### config.mk
export PLATFORM = sky130hd
export DESIGN_NAME = smpd_core
export DESIGN_NICKNAME = d
export VERILOG_FILES = /design/src/hdl/smpd_pkg.sv /design/src/hdl/smpd_core.sv /design/src/hdl/smpd_tap_select.sv
export SDC_FILE = /design/constraint.sdc
export NUM_CORES = 1
export LEC_CHECK = 0
export ABC_AREA = 0
export BUFFER_PORTS_ARGS = -buffer_cell sky130_fd_sc_hd__buf_2
export CORE_AREA = 2 2 161 163
export DETAILED_ROUTE_END_ITERATION = 12
export DIE_AREA = 0 0 163 165
export GPL_TIMING_DRIVEN = 0
export PLACE_DENSITY = 0.79
export SETUP_SLACK_MARGIN = 0.2
export SLEW_MARGIN = 10
export SYNTH_ARGS = -nofsm -noshare
export SYNTH_HDL_FRONTEND = slang
export SYNTH_HIERARCHICAL = 1
export SYNTH_SLANG_ARGS = --single-unit
### constraint.sdc
create_clock -name clock -period 7.74 [get_ports clock]
set_clock_uncertainty 0.05 [all_clocks]
set_input_delay 2.322 -clock clock [delete_from_list [all_inputs] [get_ports clock]]
set_output_delay 2.322 -clock clock [all_outputs]
set_load 0.01 [all_outputs]
### src/hdl/smpd_pkg.sv
// Constants, register map and carrier types of the sensor mode port decoder.
// Assumes a 250 MHz system clock and a 32-bit classic Wishbone register bus.
package smpd_pkg;

	// Clock and timing
	localparam int CLK_PERIOD_NS = 4;
	localparam int SETTLE_NS = 1000;
	localparam int SETTLE_CYC = (SETTLE_NS + CLK_PERIOD_NS - 1) / CLK_PERIOD_NS;

	////////////////////////////////////////////////////////////////////////////
	// Register map, byte addresses
	localparam logic [7:0] ADDR_MODE = 8'h00;
	localparam logic [7:0] ADDR_CTRL = 8'h04;
	localparam logic [7:0] ADDR_IRQ_STATUS = 8'h08;
	localparam logic [7:0] ADDR_IRQ_MASK = 8'h0c;

	// Mode register fields
	localparam int MODE_F_LSB = 0;
	localparam int MODE_F_ACTIVE = 4;
	localparam int MODE_F_VALID = 5;
	localparam int MODE_F_PRM = 6;
	localparam int MODE_F_AB1 = 7;
	localparam int MODE_F_SHIFT = 8;

	// Control register fields and reset value
	localparam int CTRL_F_SOFT_STANDBY = 0;
	localparam logic [1:0] CTRL_RESET = 2'h0;

	// Interrupt status bits
	localparam int IRQ_W = 4;
	localparam int IRQ_ACTIVATED = 0;
	localparam int IRQ_SETTLED = 1;
	localparam int IRQ_AMP_ERROR = 2;
	localparam int IRQ_BAD_CONFIG = 3;
	localparam logic [IRQ_W-1:0] IRQ_MASK_RESET = 4'h0;

	////////////////////////////////////////////////////////////////////////////
	// Three-level configuration input codes from the pin comparators
	localparam logic [1:0] LVL_LOW = 2'h0;
	localparam logic [1:0] LVL_OPEN = 2'h1;
	localparam logic [1:0] LVL_HIGH = 2'h2;

	// Output levels
	localparam logic [7:0] LEVEL_HIGH = 8'hff;
	localparam logic [7:0] LEVEL_LOW = 8'h00;
	localparam logic [7:0] LEVEL_VREF = 8'h80;

	// Resolution shifts: 8, 7 and 6 bit
	localparam logic [1:0] SHIFT_8 = 2'h0;
	localparam logic [1:0] SHIFT_7 = 2'h1;
	localparam logic [1:0] SHIFT_6 = 2'h2;

	typedef enum logic [3:0] {
		MODE_OFF, MODE_S_SENSOR, MODE_D_SENSOR_PRM, MODE_D_SENSOR,
		MODE_R_TRI_ERR, MODE_R_TRI_GAIN, MODE_R_SAW_ERR, MODE_R_SAW_GAIN,
		MODE_AB_CHAIN, MODE_D_CHAIN, MODE_S_CHAIN,
		MODE_ABZ, MODE_CLK_UPDN, MODE_CLK_DIR, MODE_TEST
	} smpd_mode_e;

	typedef struct packed {
		logic [1:0] config_select_1;
		logic [1:0] config_select_2;
		logic [1:0] config_select_3;
	} smpd_cfg_s;

	typedef struct packed {
		logic [7:0] level;
		logic oe;
	} smpd_port_s;

endpackage : smpd_pkg

### src/hdl/smpd_core.sv
// Mode decoder and port multiplexer of a linear Hall position sensor.
// Assumes config and enable pins are asynchronous; converter signals share the clock.
// Functional notes
// All inputs low: sine, mid-supply reference, cosine, gain on ports A to D.
// First open, others low: differential sine and cosine with power reduction.
// First high, others low: same differential assignment at full power.
// Power reduced: Hall bias intermittent, sample rate and maximum frequency halved.
// First low or open, second open, third low: triangle, upper threshold, half flag, error or gain.
// First high, second open, third low: sawtooth, thresholds, amplitude error.
// First high, second open, third high: sawtooth assignment with gain on D.
// Resistor modes: angle selects exactly one of 256 divider taps.
// Standby in chain mode: port D driven high to hold later devices off.
// After activation, settle operating point before analog outputs are valid.
// Configuration inputs sampled once when enable goes low.
// While active, configuration changes are ignored; mode stays latched.
// Each configuration input is low, open or high; other codes are flagged.
// Enable high: all four ports high impedance, except chain port D.
// Other combinations decode to incremental, counter and chain; test is reserved.
//
// The Wishbone register port and the register addresses are this design's own decisions.
`timescale 1ns/1ns
module smpd_core #(
	parameter int SETTLE_CYCLES = smpd_pkg::SETTLE_CYC,
	parameter int TAPS = 256
) (
	// Clock and reset
	input wire logic clock,
	input wire logic rst,
	// Pins
	input wire logic active_low_enable,
	input wire smpd_pkg::smpd_cfg_s config_pins,
	output smpd_pkg::smpd_port_s port_a,
	output smpd_pkg::smpd_port_s port_b,
	output smpd_pkg::smpd_port_s port_c,
	output smpd_pkg::smpd_port_s port_d,
	// Converter and amplitude control
	input wire logic [7:0] sine_in,
	input wire logic [7:0] cosine_in,
	input wire logic [7:0] gain_in,
	input wire logic [7:0] angle_in,
	input wire logic amplitude_error_n,
	// Sensor front end control
	output logic hall_bias_on,
	output logic sample_strobe,
	output logic analog_valid,
	output logic [TAPS-1:0] tap_select,
	// Wishbone slave
	input wire logic wb_cyc,
	input wire logic wb_stb,
	input wire logic wb_we,
	input wire logic [7:0] wb_adr,
	input wire logic [3:0] wb_sel,
	input wire logic [31:0] wb_dat_w,
	output logic [31:0] wb_dat_r,
	output logic wb_ack,
	// Interrupt
	output logic irq
);

	////////////////////////////////////////////////////////////////////////////
	// Pin synchronisers

	logic en_n_s1_q, en_n_s2_q;
	smpd_pkg::smpd_cfg_s cfg_s1_q, cfg_s2_q;

	always_ff @(posedge clock) begin
		if (rst) begin
			en_n_s1_q <= 1'b1;
			en_n_s2_q <= 1'b1;
			cfg_s1_q <= '0;
			cfg_s2_q <= '0;
		end else begin
			en_n_s1_q <= active_low_enable;
			en_n_s2_q <= en_n_s1_q;
			cfg_s1_q <= config_pins;
			cfg_s2_q <= cfg_s1_q;
		end
	end

	////////////////////////////////////////////////////////////////////////////
	// Mode decode

	smpd_pkg::smpd_mode_e mode_d, mode_q;
	logic [1:0] shift_d, shift_q;
	logic ab1_d, ab1_q, prm_d, prm_q, bad_cfg;
	logic [1:0] c1, c2, c3;

	assign c1 = cfg_s2_q.config_select_1;
	assign c2 = cfg_s2_q.config_select_2;
	assign c3 = cfg_s2_q.config_select_3;

	// Unrecognised level on any input falls back to the reserved test decode
	assign bad_cfg = (c1 == 2'h3) || (c2 == 2'h3) || (c3 == 2'h3);

	always_comb begin
		mode_d = smpd_pkg::MODE_TEST;
		shift_d = (c2 == smpd_pkg::LVL_LOW) ? smpd_pkg::SHIFT_8 :
			(c2 == smpd_pkg::LVL_OPEN) ? smpd_pkg::SHIFT_7 : smpd_pkg::SHIFT_6;
		ab1_d = (c1 == smpd_pkg::LVL_LOW);
		prm_d = (c3 == smpd_pkg::LVL_HIGH);
		if (bad_cfg) begin
			mode_d = smpd_pkg::MODE_TEST;
		end else if (c3 == smpd_pkg::LVL_LOW) begin
			case (c2)
				smpd_pkg::LVL_LOW: begin
					mode_d = (c1 == smpd_pkg::LVL_LOW) ? smpd_pkg::MODE_S_SENSOR :
						(c1 == smpd_pkg::LVL_OPEN) ? smpd_pkg::MODE_D_SENSOR_PRM :
						smpd_pkg::MODE_D_SENSOR;
				end
				smpd_pkg::LVL_OPEN: begin
					mode_d = (c1 == smpd_pkg::LVL_LOW) ? smpd_pkg::MODE_R_TRI_ERR :
						(c1 == smpd_pkg::LVL_OPEN) ? smpd_pkg::MODE_R_TRI_GAIN :
						smpd_pkg::MODE_R_SAW_ERR;
				end
				default: begin
					mode_d = (c1 == smpd_pkg::LVL_LOW) ? smpd_pkg::MODE_AB_CHAIN :
						(c1 == smpd_pkg::LVL_OPEN) ? smpd_pkg::MODE_D_CHAIN :
						smpd_pkg::MODE_S_CHAIN;
				end
			endcase
			prm_d = (c1 == smpd_pkg::LVL_OPEN) && (c2 == smpd_pkg::LVL_LOW);
		end else if (c1 != smpd_pkg::LVL_HIGH) begin
			mode_d = smpd_pkg::MODE_ABZ;
		end else if (c2 == smpd_pkg::LVL_OPEN) begin
			mode_d = (c3 == smpd_pkg::LVL_HIGH) ? smpd_pkg::MODE_R_SAW_GAIN :
				smpd_pkg::MODE_TEST;
			prm_d = 1'b0;
		end else begin
			mode_d = (c3 == smpd_pkg::LVL_OPEN) ? smpd_pkg::MODE_CLK_UPDN :
				smpd_pkg::MODE_CLK_DIR;
			prm_d = 1'b0;
		end
	end

	////////////////////////////////////////////////////////////////////////////
	// Activation and mode latch

	logic [1:0] ctrl_q;
	logic active, active_q, activate;

	assign active = !en_n_s2_q && !ctrl_q[smpd_pkg::CTRL_F_SOFT_STANDBY];
	assign activate = active && !active_q;

	always_ff @(posedge clock) begin
		if (rst) begin
			active_q <= 1'b0;
		end else begin
			active_q <= active;
		end
	end

	// Mode is kept after deactivation so standby still knows about chain operation
	always_ff @(posedge clock) begin
		if (rst) begin
			mode_q <= smpd_pkg::MODE_OFF;
			shift_q <= smpd_pkg::SHIFT_8;
			ab1_q <= 1'b0;
			prm_q <= 1'b0;
		end else if (activate) begin
			mode_q <= mode_d;
			shift_q <= shift_d;
			ab1_q <= ab1_d;
			prm_q <= prm_d;
		end
	end

	logic is_chain;
	assign is_chain = (mode_q == smpd_pkg::MODE_AB_CHAIN) || (mode_q == smpd_pkg::MODE_D_CHAIN) ||
		(mode_q == smpd_pkg::MODE_S_CHAIN);

	a_mode_frozen: assert property (@(posedge clock) disable iff (rst)
		active_q && $past(active_q) |-> $stable(mode_q))
		else $error("mode changed while active");

	a_mode_latch: assert property (@(posedge clock) disable iff (rst)
		activate |=> mode_q == $past(mode_d))
		else $error("mode not latched at activation");

	////////////////////////////////////////////////////////////////////////////
	// Settling and Hall bias

	logic [$clog2(SETTLE_CYCLES+1)-1:0] settle_q;
	logic bias_phase_q;
	logic [7:0] sine_q, cosine_q;

	always_ff @(posedge clock) begin
		if (rst || !active_q) begin
			settle_q <= '0;
			analog_valid <= 1'b0;
		end else if (settle_q != SETTLE_CYCLES[$bits(settle_q)-1:0]) begin
			settle_q <= settle_q + 1'b1;
			analog_valid <= 1'b0;
		end else begin
			analog_valid <= 1'b1;
		end
	end

	// Power reduction biases the Hall cells every other cycle, halving bandwidth
	always_ff @(posedge clock) begin
		if (rst || !active_q) begin
			bias_phase_q <= 1'b0;
			hall_bias_on <= 1'b0;
			sample_strobe <= 1'b0;
		end else begin
			bias_phase_q <= prm_q ? !bias_phase_q : 1'b1;
			hall_bias_on <= prm_q ? !bias_phase_q : 1'b1;
			sample_strobe <= prm_q ? bias_phase_q : 1'b1;
		end
	end

	always_ff @(posedge clock) begin
		if (rst) begin
			sine_q <= smpd_pkg::LEVEL_VREF;
			cosine_q <= smpd_pkg::LEVEL_VREF;
		end else if (sample_strobe) begin
			sine_q <= sine_in;
			cosine_q <= cosine_in;
		end
	end

	a_settle_time: assert property (@(posedge clock) disable iff (rst)
		$rose(analog_valid) |-> settle_q == SETTLE_CYCLES)
		else $error("analog valid before settle time");

	a_prm_halved: assert property (@(posedge clock) disable iff (rst)
		prm_q && active_q && $past(active_q) && sample_strobe |=> !sample_strobe)
		else $error("power reduced sampling not halved");

	////////////////////////////////////////////////////////////////////////////
	// Incremental and counter signals

	logic [7:0] count, count_prev_q, tri_wave;
	logic step_up, step_dn, dir_q;

	assign count = angle_in >> shift_q;
	assign tri_wave = {angle_in[6:0], 1'b0} ^ {8{angle_in[7]}};
	assign step_up = (count == count_prev_q + 8'h01);
	assign step_dn = (count == count_prev_q - 8'h01);

	always_ff @(posedge clock) begin
		if (rst) begin
			count_prev_q <= '0;
			dir_q <= 1'b0;
		end else begin
			count_prev_q <= count;
			if (step_up || step_dn) begin
				dir_q <= step_up;
			end
		end
	end

	function automatic logic [7:0] lvl(input logic b);
		lvl = b ? smpd_pkg::LEVEL_HIGH : smpd_pkg::LEVEL_LOW;
	endfunction : lvl

	////////////////////////////////////////////////////////////////////////////
	// Port multiplexer

	smpd_pkg::smpd_port_s pa_d, pb_d, pc_d, pd_d;
	logic resistor_mode;
	logic [7:0] sine_n, cosine_n, ab_a, ab_b;

	assign sine_n = ~sine_q;
	assign cosine_n = ~cosine_q;
	assign ab_a = lvl(count[1] ^ ab1_q);
	assign ab_b = lvl(count[1] ^ count[0] ^ ab1_q);
	assign resistor_mode = active_q && (mode_q inside {smpd_pkg::MODE_R_TRI_ERR,
		smpd_pkg::MODE_R_TRI_GAIN, smpd_pkg::MODE_R_SAW_ERR, smpd_pkg::MODE_R_SAW_GAIN});

	always_comb begin
		pa_d = '{level: smpd_pkg::LEVEL_LOW, oe: 1'b0};
		pb_d = '{level: smpd_pkg::LEVEL_LOW, oe: 1'b0};
		pc_d = '{level: smpd_pkg::LEVEL_LOW, oe: 1'b0};
		pd_d = '{level: smpd_pkg::LEVEL_LOW, oe: 1'b0};
		if (!active_q) begin
			if (is_chain) begin
				pd_d = '{level: smpd_pkg::LEVEL_HIGH, oe: 1'b1};
			end
		end else begin
			case (mode_q)
				smpd_pkg::MODE_S_SENSOR: begin
					pa_d = '{level: sine_q, oe: 1'b1};
					pb_d = '{level: smpd_pkg::LEVEL_VREF, oe: 1'b1};
					pc_d = '{level: cosine_q, oe: 1'b1};
					pd_d = '{level: gain_in, oe: 1'b1};
				end
				smpd_pkg::MODE_D_SENSOR_PRM, smpd_pkg::MODE_D_SENSOR: begin
					pa_d = '{level: sine_q, oe: 1'b1};
					pb_d = '{level: sine_n, oe: 1'b1};
					pc_d = '{level: cosine_q, oe: 1'b1};
					pd_d = '{level: cosine_n, oe: 1'b1};
				end
				smpd_pkg::MODE_R_TRI_ERR, smpd_pkg::MODE_R_TRI_GAIN: begin
					pa_d = '{level: tri_wave, oe: 1'b1};
					pc_d = '{level: lvl(angle_in[7]), oe: 1'b1};
					pd_d = '{level: (mode_q == smpd_pkg::MODE_R_TRI_ERR) ?
						lvl(amplitude_error_n) : gain_in, oe: 1'b1};
				end
				smpd_pkg::MODE_R_SAW_ERR, smpd_pkg::MODE_R_SAW_GAIN: begin
					// Ports B and C are the divider ends, so they stay undriven
					pa_d = '{level: angle_in, oe: 1'b1};
					pd_d = '{level: (mode_q == smpd_pkg::MODE_R_SAW_ERR) ?
						lvl(amplitude_error_n) : gain_in, oe: 1'b1};
				end
				smpd_pkg::MODE_AB_CHAIN, smpd_pkg::MODE_D_CHAIN, smpd_pkg::MODE_S_CHAIN: begin
					// Port B is the shared chain clock input; the next device stays held off
					pa_d = '{level: (mode_q == smpd_pkg::MODE_AB_CHAIN) ? ab_a : sine_q, oe: 1'b1};
					pc_d = '{level: (mode_q == smpd_pkg::MODE_AB_CHAIN) ? ab_b : cosine_q, oe: 1'b1};
					pd_d = '{level: smpd_pkg::LEVEL_HIGH, oe: 1'b1};
				end
				smpd_pkg::MODE_ABZ: begin
					pa_d = '{level: ab_a, oe: 1'b1};
					pb_d = '{level: ab_b, oe: 1'b1};
					pc_d = '{level: lvl(angle_in == 8'h00), oe: 1'b1};
					pd_d = '{level: lvl(amplitude_error_n), oe: 1'b1};
				end
				smpd_pkg::MODE_CLK_UPDN, smpd_pkg::MODE_CLK_DIR: begin
					pa_d = '{level: (mode_q == smpd_pkg::MODE_CLK_UPDN) ? lvl(!step_up) :
						lvl(!(step_up || step_dn)), oe: 1'b1};
					pb_d = '{level: (mode_q == smpd_pkg::MODE_CLK_UPDN) ? lvl(!step_dn) :
						lvl(dir_q), oe: 1'b1};
					pc_d = '{level: lvl(count != 8'h00), oe: 1'b1};
					pd_d = '{level: lvl(amplitude_error_n), oe: 1'b1};
				end
				default: begin
					// Reserved test decode leaves every port undriven
					pa_d.oe = 1'b0;
				end
			endcase
		end
	end

	always_ff @(posedge clock) begin
		if (rst) begin
			port_a <= '0;
			port_b <= '0;
			port_c <= '0;
			port_d <= '0;
		end else begin
			port_a <= pa_d;
			port_b <= pb_d;
			port_c <= pc_d;
			port_d <= pd_d;
		end
	end

	smpd_tap_select #(
		.TAPS(TAPS)
	) u_tap (
		.clock(clock),
		.rst(rst),
		.enable(resistor_mode),
		.angle(angle_in),
		.tap_select(tap_select)
	);

	a_standby_tri: assert property (@(posedge clock) disable iff (rst)
		!active_q && !is_chain |=> !port_a.oe && !port_b.oe && !port_c.oe && !port_d.oe)
		else $error("port driven in standby");

	a_chain_hold_d: assert property (@(posedge clock) disable iff (rst)
		!active_q && is_chain |=> port_d.oe && port_d.level == 8'hff)
		else $error("chain port D not driven high in standby");

	a_s_sensor_map: assert property (@(posedge clock) disable iff (rst)
		active_q && mode_q == smpd_pkg::MODE_S_SENSOR |=> port_b.level == 8'h80 &&
		port_a.level == $past(sine_q))
		else $error("single-ended mapping wrong");

	a_diff_map: assert property (@(posedge clock) disable iff (rst)
		active_q && mode_q inside {smpd_pkg::MODE_D_SENSOR, smpd_pkg::MODE_D_SENSOR_PRM}
		|=> port_b.level == ~port_a.level && port_d.level == ~port_c.level)
		else $error("differential mapping wrong");

	////////////////////////////////////////////////////////////////////////////
	// Wishbone slave and interrupts

	logic [smpd_pkg::IRQ_W-1:0] irq_status_q, irq_mask_q, irq_event, irq_clear;
	logic amp_err_q, wr;

	assign wr = wb_cyc && wb_stb && wb_we && !wb_ack && wb_sel[0];

	always_ff @(posedge clock) begin
		if (rst) begin
			amp_err_q <= 1'b1;
		end else begin
			amp_err_q <= amplitude_error_n;
		end
	end

	always_comb begin
		irq_event = '0;
		irq_event[smpd_pkg::IRQ_ACTIVATED] = activate;
		irq_event[smpd_pkg::IRQ_SETTLED] = $bits(settle_q)'(SETTLE_CYCLES) == settle_q &&
			active_q && !analog_valid;
		irq_event[smpd_pkg::IRQ_AMP_ERROR] = amp_err_q && !amplitude_error_n;
		irq_event[smpd_pkg::IRQ_BAD_CONFIG] = activate && bad_cfg;
		irq_clear = (wr && wb_adr == smpd_pkg::ADDR_IRQ_STATUS) ?
			wb_dat_w[smpd_pkg::IRQ_W-1:0] : '0;
	end

	// A new event in the clearing cycle survives the write-one-to-clear
	always_ff @(posedge clock) begin
		if (rst) begin
			irq_status_q <= '0;
		end else begin
			irq_status_q <= (irq_status_q & ~irq_clear) | irq_event;
		end
	end

	always_ff @(posedge clock) begin
		if (rst) begin
			ctrl_q <= smpd_pkg::CTRL_RESET;
			irq_mask_q <= smpd_pkg::IRQ_MASK_RESET;
		end else if (wr && wb_adr == smpd_pkg::ADDR_CTRL) begin
			ctrl_q <= wb_dat_w[1:0];
		end else if (wr && wb_adr == smpd_pkg::ADDR_IRQ_MASK) begin
			irq_mask_q <= wb_dat_w[smpd_pkg::IRQ_W-1:0];
		end
	end

	assign irq = |(irq_status_q & irq_mask_q);

	always_ff @(posedge clock) begin
		if (rst) begin
			wb_ack <= 1'b0;
			wb_dat_r <= '0;
		end else begin
			wb_ack <= wb_cyc && wb_stb && !wb_ack;
			wb_dat_r <= '0;
			if (wb_adr == smpd_pkg::ADDR_MODE) begin
				wb_dat_r[3:0] <= mode_q;
				wb_dat_r[smpd_pkg::MODE_F_ACTIVE] <= active_q;
				wb_dat_r[smpd_pkg::MODE_F_VALID] <= analog_valid;
				wb_dat_r[smpd_pkg::MODE_F_PRM] <= prm_q;
				wb_dat_r[smpd_pkg::MODE_F_AB1] <= ab1_q;
				wb_dat_r[smpd_pkg::MODE_F_SHIFT +: 2] <= shift_q;
			end else if (wb_adr == smpd_pkg::ADDR_CTRL) begin
				wb_dat_r[1:0] <= ctrl_q;
			end else if (wb_adr == smpd_pkg::ADDR_IRQ_STATUS) begin
				wb_dat_r[smpd_pkg::IRQ_W-1:0] <= irq_status_q;
			end else if (wb_adr == smpd_pkg::ADDR_IRQ_MASK) begin
				wb_dat_r[smpd_pkg::IRQ_W-1:0] <= irq_mask_q;
			end
		end
	end

	a_ack_single: assert property (@(posedge clock) disable iff (rst)
		wb_ack |=> !wb_ack)
		else $error("ack held for two cycles");

	a_bad_cfg_flag: assert property (@(posedge clock) disable iff (rst)
		activate && bad_cfg |=> irq_status_q[smpd_pkg::IRQ_BAD_CONFIG] &&
		mode_q == smpd_pkg::MODE_TEST)
		else $error("invalid level not flagged");

endmodule : smpd_core

### src/hdl/smpd_tap_select.sv
// One-hot wiper of the 256-tap resistor divider chain.
// Assumes the angle comes from converter logic on the same clock.
`timescale 1ns/1ns
module smpd_tap_select #(
	parameter int TAPS = 256
) (
	// Clock and reset
	input wire logic clock,
	input wire logic rst,
	// Wiper control
	input wire logic enable,
	input wire logic [7:0] angle,
	// Tap selects
	output logic [TAPS-1:0] tap_select
);

	// One flip-flop per tap keeps the decode glitch free on the switch array
	for (genvar t = 0; t < TAPS; t++) begin : g_tap
		always_ff @(posedge clock) begin
			if (rst) begin
				tap_select[t] <= 1'b0;
			end else begin
				tap_select[t] <= enable && (angle == 8'(t));
			end
		end
	end

	a_tap_onehot: assert property (@(posedge clock) disable iff (rst)
		enable |=> $onehot(tap_select))
		else $error("wiper selects not exactly one tap");

	a_tap_index: assert property (@(posedge clock) disable iff (rst)
		enable |=> tap_select[$past(angle)])
		else $error("wiper tap does not match angle");

endmodule : smpd_tap_select
==> results of run 1 <==
## per-layer routing
layer / routed length (µm) / part of all wire / up-vias / track usage
met4: 1523 / 0.040 / 0 / 0.1259
met3: 2875 / 0.076 / 104 / 0.05299
met2: 18800 / 0.50 / 542 / 0.4750
met1: 14430 / 0.38 / 5089 / 0.3071
met5: 0 / 0 / - / 0
li1: - / - / 5128 / -
## registers in the layout, summed over array words and instances, names as in the netlist, 6 cells and up
register,cells
port_d,9
port_a,9
sine_q,8
cosine_q,8
count_prev_q,8
u_tap/tap_select,256
cfg_s1_q,6
port_c,9
port_b,9
settle_q,8
wb_dat_r,10
## layout by cell type, fill, tap and decap left out, drive strengths merged, types with 13 or more instances in the layout
| master | netlist | final |
|---|---|---|
| buf | 72 | 436 |
| dfxtp | 373 | 373 |
| nor3 | 274 | 274 |
| clkbuf | 75 | 128 |
| nor2 | 77 | 77 |
| a21oi | 59 | 59 |
| nand2 | 50 | 50 |
| mux2i | 33 | 33 |
| o21ai | 29 | 29 |
| conb | 1 | 22 |
| nor2b | 21 | 21 |
| xnor2 | 17 | 17 |
| inv | 15 | 16 |
| or2 | 13 | 13 |
## power breakdown
| group | leakage, nW | internal [W] | switching (W) | total [W] |
|---|---|---|---|---|
| clock network | 0.567 | 0.00101 | 0.000717 | 0.00172 |
| registers | 3.01 | 0.00193 | 0.00000722 | 0.00194 |
| logic | 3.28 | 0.0000683 | 0.000135 | 0.000204 |
| total | 6.86 | 0.00300 | 0.000859 | 0.00386 |
## worst min path at each step
stage	to	depth (start not counted)	slack, ns
after global placement	en_n_s2_q	1	0.35
after detailed placement	en_n_s2_q	1	0.35
after floorplan	en_n_s2_q	1	0.34
final	en_n_s2_q	1	0.36
after global routing	en_n_s2_q	1	0.39
after CTS	en_n_s2_q	1	0.36
## layout make-up
type,count,area [µm²],share of cell area
Tap cell,330,412.9,0.02576
Clock inverter,10,120.1,0.007494
Inverter,15,56.30,0.003513
Clock buffer,53,1045,0.06518
Multi-Input combinational cell,744,4413,0.2753
Antenna cell,1,2.502,0.0001561
Timing Repair Buffer,364,1822,0.1137
Sequential cell,373,7467,0.4659
Buffer,147,690.7,0.04309
## kinds of logic after synthesis
family | count (synthesis) | share of synthesized area
AND/OR/NAND/NOR | 509 | 0.2151
flip-flops | 373 | 0.5951
buffers and inverters | 162 | 0.05953
AO/OA/AOI/OAI | 138 | 0.06870
multiplexers | 42 | 0.03649
XOR/XNOR | 27 | 0.01884
adder cells (fa/ha/maj) | 6 | 0.005982
other | 1 | 0.0002988
## worst max-delay path: stages
cell and delay [ns]:
buf_2 0.31, buf_2 0.34, mux2i_1 0.16, mux2_2 0.33
xor2_1 0.25, mux2i_1 0.29, o211ai_2 0.21, o41ai_4 0.53
a21oi_1 0.15
## metrics by stage
stage	cell area (µm²)	cells	power [W]
after detailed placement	14860	1973	0.002179
after floorplan	12630	1279	0.002112
final	16030	2037	0.003863
after global routing	16030	2036	0.003971
after global placement	14860	1973	0.002175
after CTS	16030	2036	0.003885
==> results by group, run 1 <==
Setup path
  • Worst setup path endpoint: port_b[8]
  • Setup crit end kind: flip-flop
  • R2R Path End: port_c[5]
  • Critical path startpoint: angle_in[7]
  • Worst R2R Path Depth: 9
  • Flop2flop setup slack: around 4.7 ns
  • Crit Path Class: primary input to flip-flop
  • Critical Path RT: between 8 and 9 ns
  • Critical path arrival: about 4.9 ns
  • Reg-to-reg startpoint: shift_q[0]
  • CP startpoint kind: primary input
  • CP Max Fanout: 10

Timing
  • Worst hold slack: approximately 0.36 ns
  • FMAX: around 0.22 GHz
  • Final Hold Vio Count: 0
  • Worst Tran Pin Value: 0.9581 ns
  • RSZ-0062 raised after global routing: false
  • Period utilization: 0.5956
  • Min cycle time layout: ~4.6 ns
  • Worst slew margin: 0.3563
  • Worst Slack Setup Final: 3.130 ns
  • Setup TNS Final: 0 ns
  • Max-slew violations: 0
  • # setup viols final: 0

Clocking
  • Clk sink count: around 370
  • Clk root buf: clkbuf_16
  • Post-CTS Setup Inserts: 0
  • CTS buffer count: 36
  • Clk_lat worst skew: roughly 0.51 ns
  • Clock tree buffer depth: 3
  • H-Tree Depth: 2
  • Clock-pin slew of the registers on the worst-case setup and hold paths: approximately 0.060 ns
  • CTS tree: built
  • Hold-fix buffers, CTS: 0
  • Post_cts resized: 0

Global route
  • Largest net degree at the start of global routing: 15
  • Initial antenna violation count: 0
  • First-pass GRT wire length: between 50 and 60 mm
  • GRT Overall Usage: 0.2663
  • Total congestion overflow: 0
  • Number of global-route vias before repair: roughly 10000

Placed design
  • Setup WS pre-CTS: roughly 2.6 ns
  • I/O Buffers: 364
  • Post-DP HPWL: around 27 mm
  • Final GP Congestion: 0.8907

Floorplan
  • DIE AREA: between 0.02 and 0.03 mm²
  • Ports: 418
  • # rows: between 50 and 60
  • Core Footprint: ~0.025 mm²
  • Die Wd: approximately 160 µm
  • Die height: between 150 and 200 µm
  • Starting Density: 0.5012

Yosys
  • Most numerous cell in the Yosys netlist: dfxtp_1
  • Flops & latches, synth: 373
  • Area share of the largest cell type after synthesis: 0.5951
  • YS warnings: 6
  • Top post-synthesis cells by count: dfxtp_1 (373), nor3_1 (261), nor2_1 (77)
  • Synth unique cells: 66
  • Cells after synthesis: 1258
  • Syn_area_per_cell: 9.975 µm²
  • Sequential share of the synthesized area: 0.5951
  • Post-synth EDFFs: 0
  • Synth area leaders: dfxtp_1 (60%), nor3_1 (10%), mux2i_1 (2.6%)
  • Dominant cell type by area after synthesis: dfxtp_1
  • Synthesized area: 0.01255 mm²
  • Synth Flop Type: dfxtp_1
  • FFs w/ async S/R, synth: 0

Drt
  • DR WL/cell: 18.47 µm
  • Total Wirelength: 37.63 mm
  • # DRC: 0
  • TritonRoute pass-1 iters: 6
  • Drt via density: 5.333
  • Final ANT Viol Nets: 0
  • Via count: ~11000
  • DRT iter0 DRCs: 1015

Status
  • Status: complete, no violations

Cells and area
  • Filler Cell Count: between 1500 and 2000
  • Util after Layout: 0.6402
  • Layout Area Growth over Synthesis: 27.74%
  • Proportion of layout cells with a drive suffix above 1: 0.2931
  • Final #Nets: around 1800

Pwr
  • Power density over the cells: between 200 and 250 mW/mm²
  • Static Leak: just under 7 nW
  • Worst vdd ir: roughly 0.18 mV

Flow run
  • Max cap viols: 0

Hold path
  • Hold Crit Class: flip-flop to flip-flop
  • Hold Crit Start: en_n_s1_q
(Power assumes the default switching activity.)
==> inputs of run 2 (changes only) <==
--- a/config.mk
+++ b/config.mk
@@ -5,13 +5,13 @@
 export SDC_FILE = /design/constraint.sdc
 export NUM_CORES = 1
 export LEC_CHECK = 0
-export ABC_AREA = 0
+export ABC_AREA = 1
 export BUFFER_PORTS_ARGS = -buffer_cell sky130_fd_sc_hd__buf_2
-export CORE_AREA = 2 2 161 163
+export CORE_MARGIN = 2
+export CORE_UTILIZATION = 45
 export DETAILED_ROUTE_END_ITERATION = 12
-export DIE_AREA = 0 0 163 165
 export GPL_TIMING_DRIVEN = 0
-export PLACE_DENSITY = 0.79
+export PLACE_DENSITY = 0.75
 export SETUP_SLACK_MARGIN = 0.2
 export SLEW_MARGIN = 10
 export SYNTH_ARGS = -nofsm -noshare
==> constraint.sdc (replaced) <==
create_clock -name clock -period 4.1 [get_ports clock]
set_clock_uncertainty 0.05 [all_clocks]
set_input_delay 1.23 -clock clock [delete_from_list [all_inputs] [get_ports clock]]
set_output_delay 1.23 -clock clock [all_outputs]
set_load 0.01 [all_outputs]
==> run 2 against run 1 <==
Against the previous run: sequential share of layout area fell by 0.94 points; routed wire length rose by 2.7%; sequential power rose by 89%.
==> results by group, run 2 <==
Yosys
  • Area share of the largest cell type after synthesis: 0.5877 (-0.007326)
  • Synthesized area: 0.01270 mm² (+1.2%)
  • Dominant cell type by area after synthesis: dfxtp_1
  • Top post-synthesis cells by count: dfxtp_1 (373), nor2_1 (342), nand2_1 (205)
  • Syn_area_per_cell: 8.750 µm² (-12%)
  • Flops & latches, synth: 373 (unchanged)
  • Sequential share of the synthesized area: 0.5877 (-0.007326)
  • Post-synth EDFFs: 0 (unchanged)
  • FFs w/ async S/R, synth: 0 (unchanged)
  • YS warnings: 6 (unchanged)
  • Synth unique cells: 45 (-32%)
  • Synth area leaders: dfxtp_1 (59%), nor2_1 (10%), nand2_1 (6.1%)
  • Most numerous cell in the Yosys netlist: dfxtp_1
  • Synth Flop Type: dfxtp_1
  • Cells after synthesis: 1452 (+15%)

Clocking
  • Post-CTS Setup Inserts: 0 (unchanged)
  • CTS buffer count: 37 (+2.8%)
  • Post_cts resized: 0 (unchanged)
  • Clk root buf: clkbuf_16
  • H-Tree Depth: 2 (unchanged)
  • Clk sink count: 373 (unchanged)
  • Clock-pin slew of the registers on the worst-case setup and hold paths: 0.06 ns (about the same)
  • CTS tree: built
  • Clk_lat worst skew: 0.52 ns (about the same)
  • Clock tree buffer depth: 3 (unchanged)
  • Hold-fix buffers, CTS: 0 (unchanged)

Setup path
  • Crit path largest cell delay: 0.46 ns (-0.07 ns)
  • Setup crit end kind: flip-flop
  • Crit-path slowest cell: a21oi_2
  • CP Max Fanout: 8 (-2)
  • CP startpoint kind: primary input
  • CP cell instances: buf_2 -> nand2_1 -> nand3_1 -> nand2_2 -> ha_1 -> nand3_1 -> nor2_1 -> nand4_1 -> a21oi_2 -> nand4_1 -> nand2_1 -> inv_1
  • Flop2flop setup slack: 1.72 ns (-2.93 ns)
  • Critical Path RT: 4.46 ns (-3.59 ns)
  • CP bufs+invs: 2 (unchanged)
  • Reg-to-reg startpoint: shift_q[0]
  • Worst R2R Path Depth: 13 (+4)
  • R2R Path End: port_c[7]
  • Crit Path Class: primary input to flip-flop
  • Critical path arrival: 3.17 ns (-1.75 ns)
  • Largest delay contributor family on the critical path: simple AND/OR/NAND/NOR gates

Timing
  • Period utilization: 0.6874
  • Worst slew margin: 0.2635 (-0.09285)
  • Worst Tran Pin Value: 1.098 ns (+0.1400 ns)
  • Setup TNS Final: 0 ns (unchanged)
  • Final Hold Vio Count: 0 (unchanged)
  • Min cycle time layout: around 2.8 ns
  • Worst hold slack: 0.3506 ns (-0.008224 ns)
  • Max-slew violations: 0 (unchanged)
  • RSZ-0062 raised after global routing: false
  • # setup viols final: 0 (unchanged)
  • FMAX: 0.3548 GHz

Pwr
  • Power density over the cells: 467.1 mW/mm² (+94%)
  • Worst vdd ir: 0.2254 mV (+27%)
  • Pwr Total: 0.007641 W (+98%)
  • Static Leak: 7.962 nW (+16%)

Placed design
  • Post-DP HPWL: 28.54 mm (+6.8%)
  • Final GP Congestion: 0.9008 (+1.1%)
  • I/O Buffers: 364 (unchanged)

Cells and area
  • Reg with most FFs: u_tap/tap_select
  • Multi-input gate area: 0.004253 mm² (-3.6%)
  • Largest register FFs: 256 (unchanged)
  • Biggest regs: u_tap/tap_select x256, wb_dat_r x10
  • Filler Cell Count: 2445 (+22%)
  • Final #Nets: 1971 (+11%)
  • FF/Latch Area: 0.007467 mm² (unchanged)
  • Most frequent cells in the layout: buf_2 (375), dfxtp_1 (373), nor2_1 (342), nand2_1 (205), inv_1 (132)
  • Layout Area Growth over Synthesis: 28.77%
  • Most common cell after layout, fill and taps aside: buf_2
  • Proportion of layout cells with a drive suffix above 1: 0.2897 (-0.003388)

Drt
  • # DRC: 0 (unchanged)
  • Via count: 11200 (+3.1%)
  • Final ANT Viol Nets: 0 (unchanged)
  • Drt via density: 4.907 (-8.0%)
  • DRT iter0 DRCs: 831 (-18%)
  • DR WL/cell: 16.93 µm (-8.4%)
  • Total Wirelength: 38.64 mm (+2.7%)
  • TritonRoute pass-1 iters: 5 (-1)

Global route
  • Initial antenna violation count: 3 (+3)
  • Number of global-route vias before repair: 10510 (+1.5%)
  • Largest net degree at the start of global routing: 17 (+2)
  • First-pass GRT wire length: 57.53 mm (+2.3%)
  • GRT Overall Usage: 0.2493 (-0.01698)
  • Total congestion overflow: 0 (unchanged)

Floorplan
  • Starting Density: 0.4573 (-0.04389)
  • Core Footprint: 0.02778 mm² (+11%)
  • DIE AREA: 0.02959 mm² (+10%)
  • Die height: 172.0 µm (+4.3%)
  • # rows: 61 (+5.2%)
  • Die Wd: 172.0 µm (+5.5%)
  • Ports: 418 (unchanged)

Hold path
  • Hold endpoint: c1[0]
  • Hold Crit Class: flip-flop to flip-flop
  • Hold Path Depth: 2 (+1)
  • Hold Crit Start: cfg_s1_q[4]

Status
  • Status: complete, no violations

Flow run
  • Max cap viols: 0 (unchanged)
[run 2: changes by cell type in the layout (fill, tap and decap cells not counted), sizes merged, moves of 22 or more]
cell,change
clkbuf,-55
inv,+135
mux2i,-33
nand2,+165
nand3,+89
nor2,+279
nor3,-264
o21ai,+22
[run 2: how the worst max path moves through the flow]
stage / start / to / slack, ns / cells past startpoint
2_1_floorplan: angle_in[4] / port_c[8] / 1.50 / 11
3_3_place_gp: angle_in[3] / port_c[5] / 0.91 / 12
3_5_place_dp: angle_in[3] / port_c[7] / 0.84 / 12
4_1_cts: angle_in[3] / port_c[7] / 1.37 / 12
5_1_grt: angle_in[3] / port_c[5] / 1.17 / 12
6_report: angle_in[3] / port_c[7] / 1.28 / 12
[run 2: metal layers]
metal	wire length, µm	global-route usage
met5	13	0
met4	1644	0.1081
met3	3296	0.06294
met2	19150	0.4440
met1	14540	0.2824
[run 2: per-stage QoR]
| stage | utilization | instances | instance area, µm² | setup WS, ns |
|---|---|---|---|---|
| global route | 0.5888 | 2282 | 16360 | 1.171 |
| detailed placement | 0.5427 | 2215 | 15080 | 0.8421 |
| global placement | 0.5427 | 2215 | 15080 | 0.9075 |
| finish | 0.5889 | 2283 | 16360 | 1.282 |
| CTS | 0.5886 | 2280 | 16350 | 1.374 |
| floorplan | - | 1473 | 12780 | 1.505 |
[run 2: cell families after synthesis]
group | count (synthesis) | share of synthesized area
AND/OR/NAND/NOR | 699 | 0.2532
flip-flops | 373 | 0.5877
buffers and inverters | 225 | 0.08371
AO/OA/AOI/OAI | 144 | 0.06638
adder cells (fa/ha/maj) | 6 | 0.005909
XOR/XNOR | 4 | 0.002758
other | 1 | 0.0002952
[run 2: worst reg2reg max path, stage by stage (launching register included)]
cell and delay, ns:
dfxtp_1 0.39, inv_2 0.10, buf_6 0.16, nand2_2 0.08, nand3_4 0.07, nand2_2 0.11
ha_1 0.16, nand3_1 0.08, nor2_1 0.11, nand4_1 0.16, a21oi_2 0.46, nand4_1 0.15
nand2_1 0.14, inv_1 0.06
[run 2: layout make-up]
class / instances / area share
Clock buffer: 48 / 0.06279
Clock inverter: 17 / 0.01507
Buffer: 78 / 0.03113
Multi-Input combinational cell: 875 / 0.2600
Sequential cell: 373 / 0.4564
Inverter: 147 / 0.03388
Tap cell: 378 / 0.02891
Timing Repair Buffer: 364 / 0.1114
Antenna cell: 3 / 0.0004589
[run 2: report_power, final]
group | switching (W) | internal (W) | leakage, nW
Combinational | 0.000294 | 0.000143 | 4.32
Clock | 0.00143 | 0.00211 | 0.628
Sequential | 0.0000200 | 0.00365 | 3.01
Total | 0.00174 | 0.00590 | 7.96
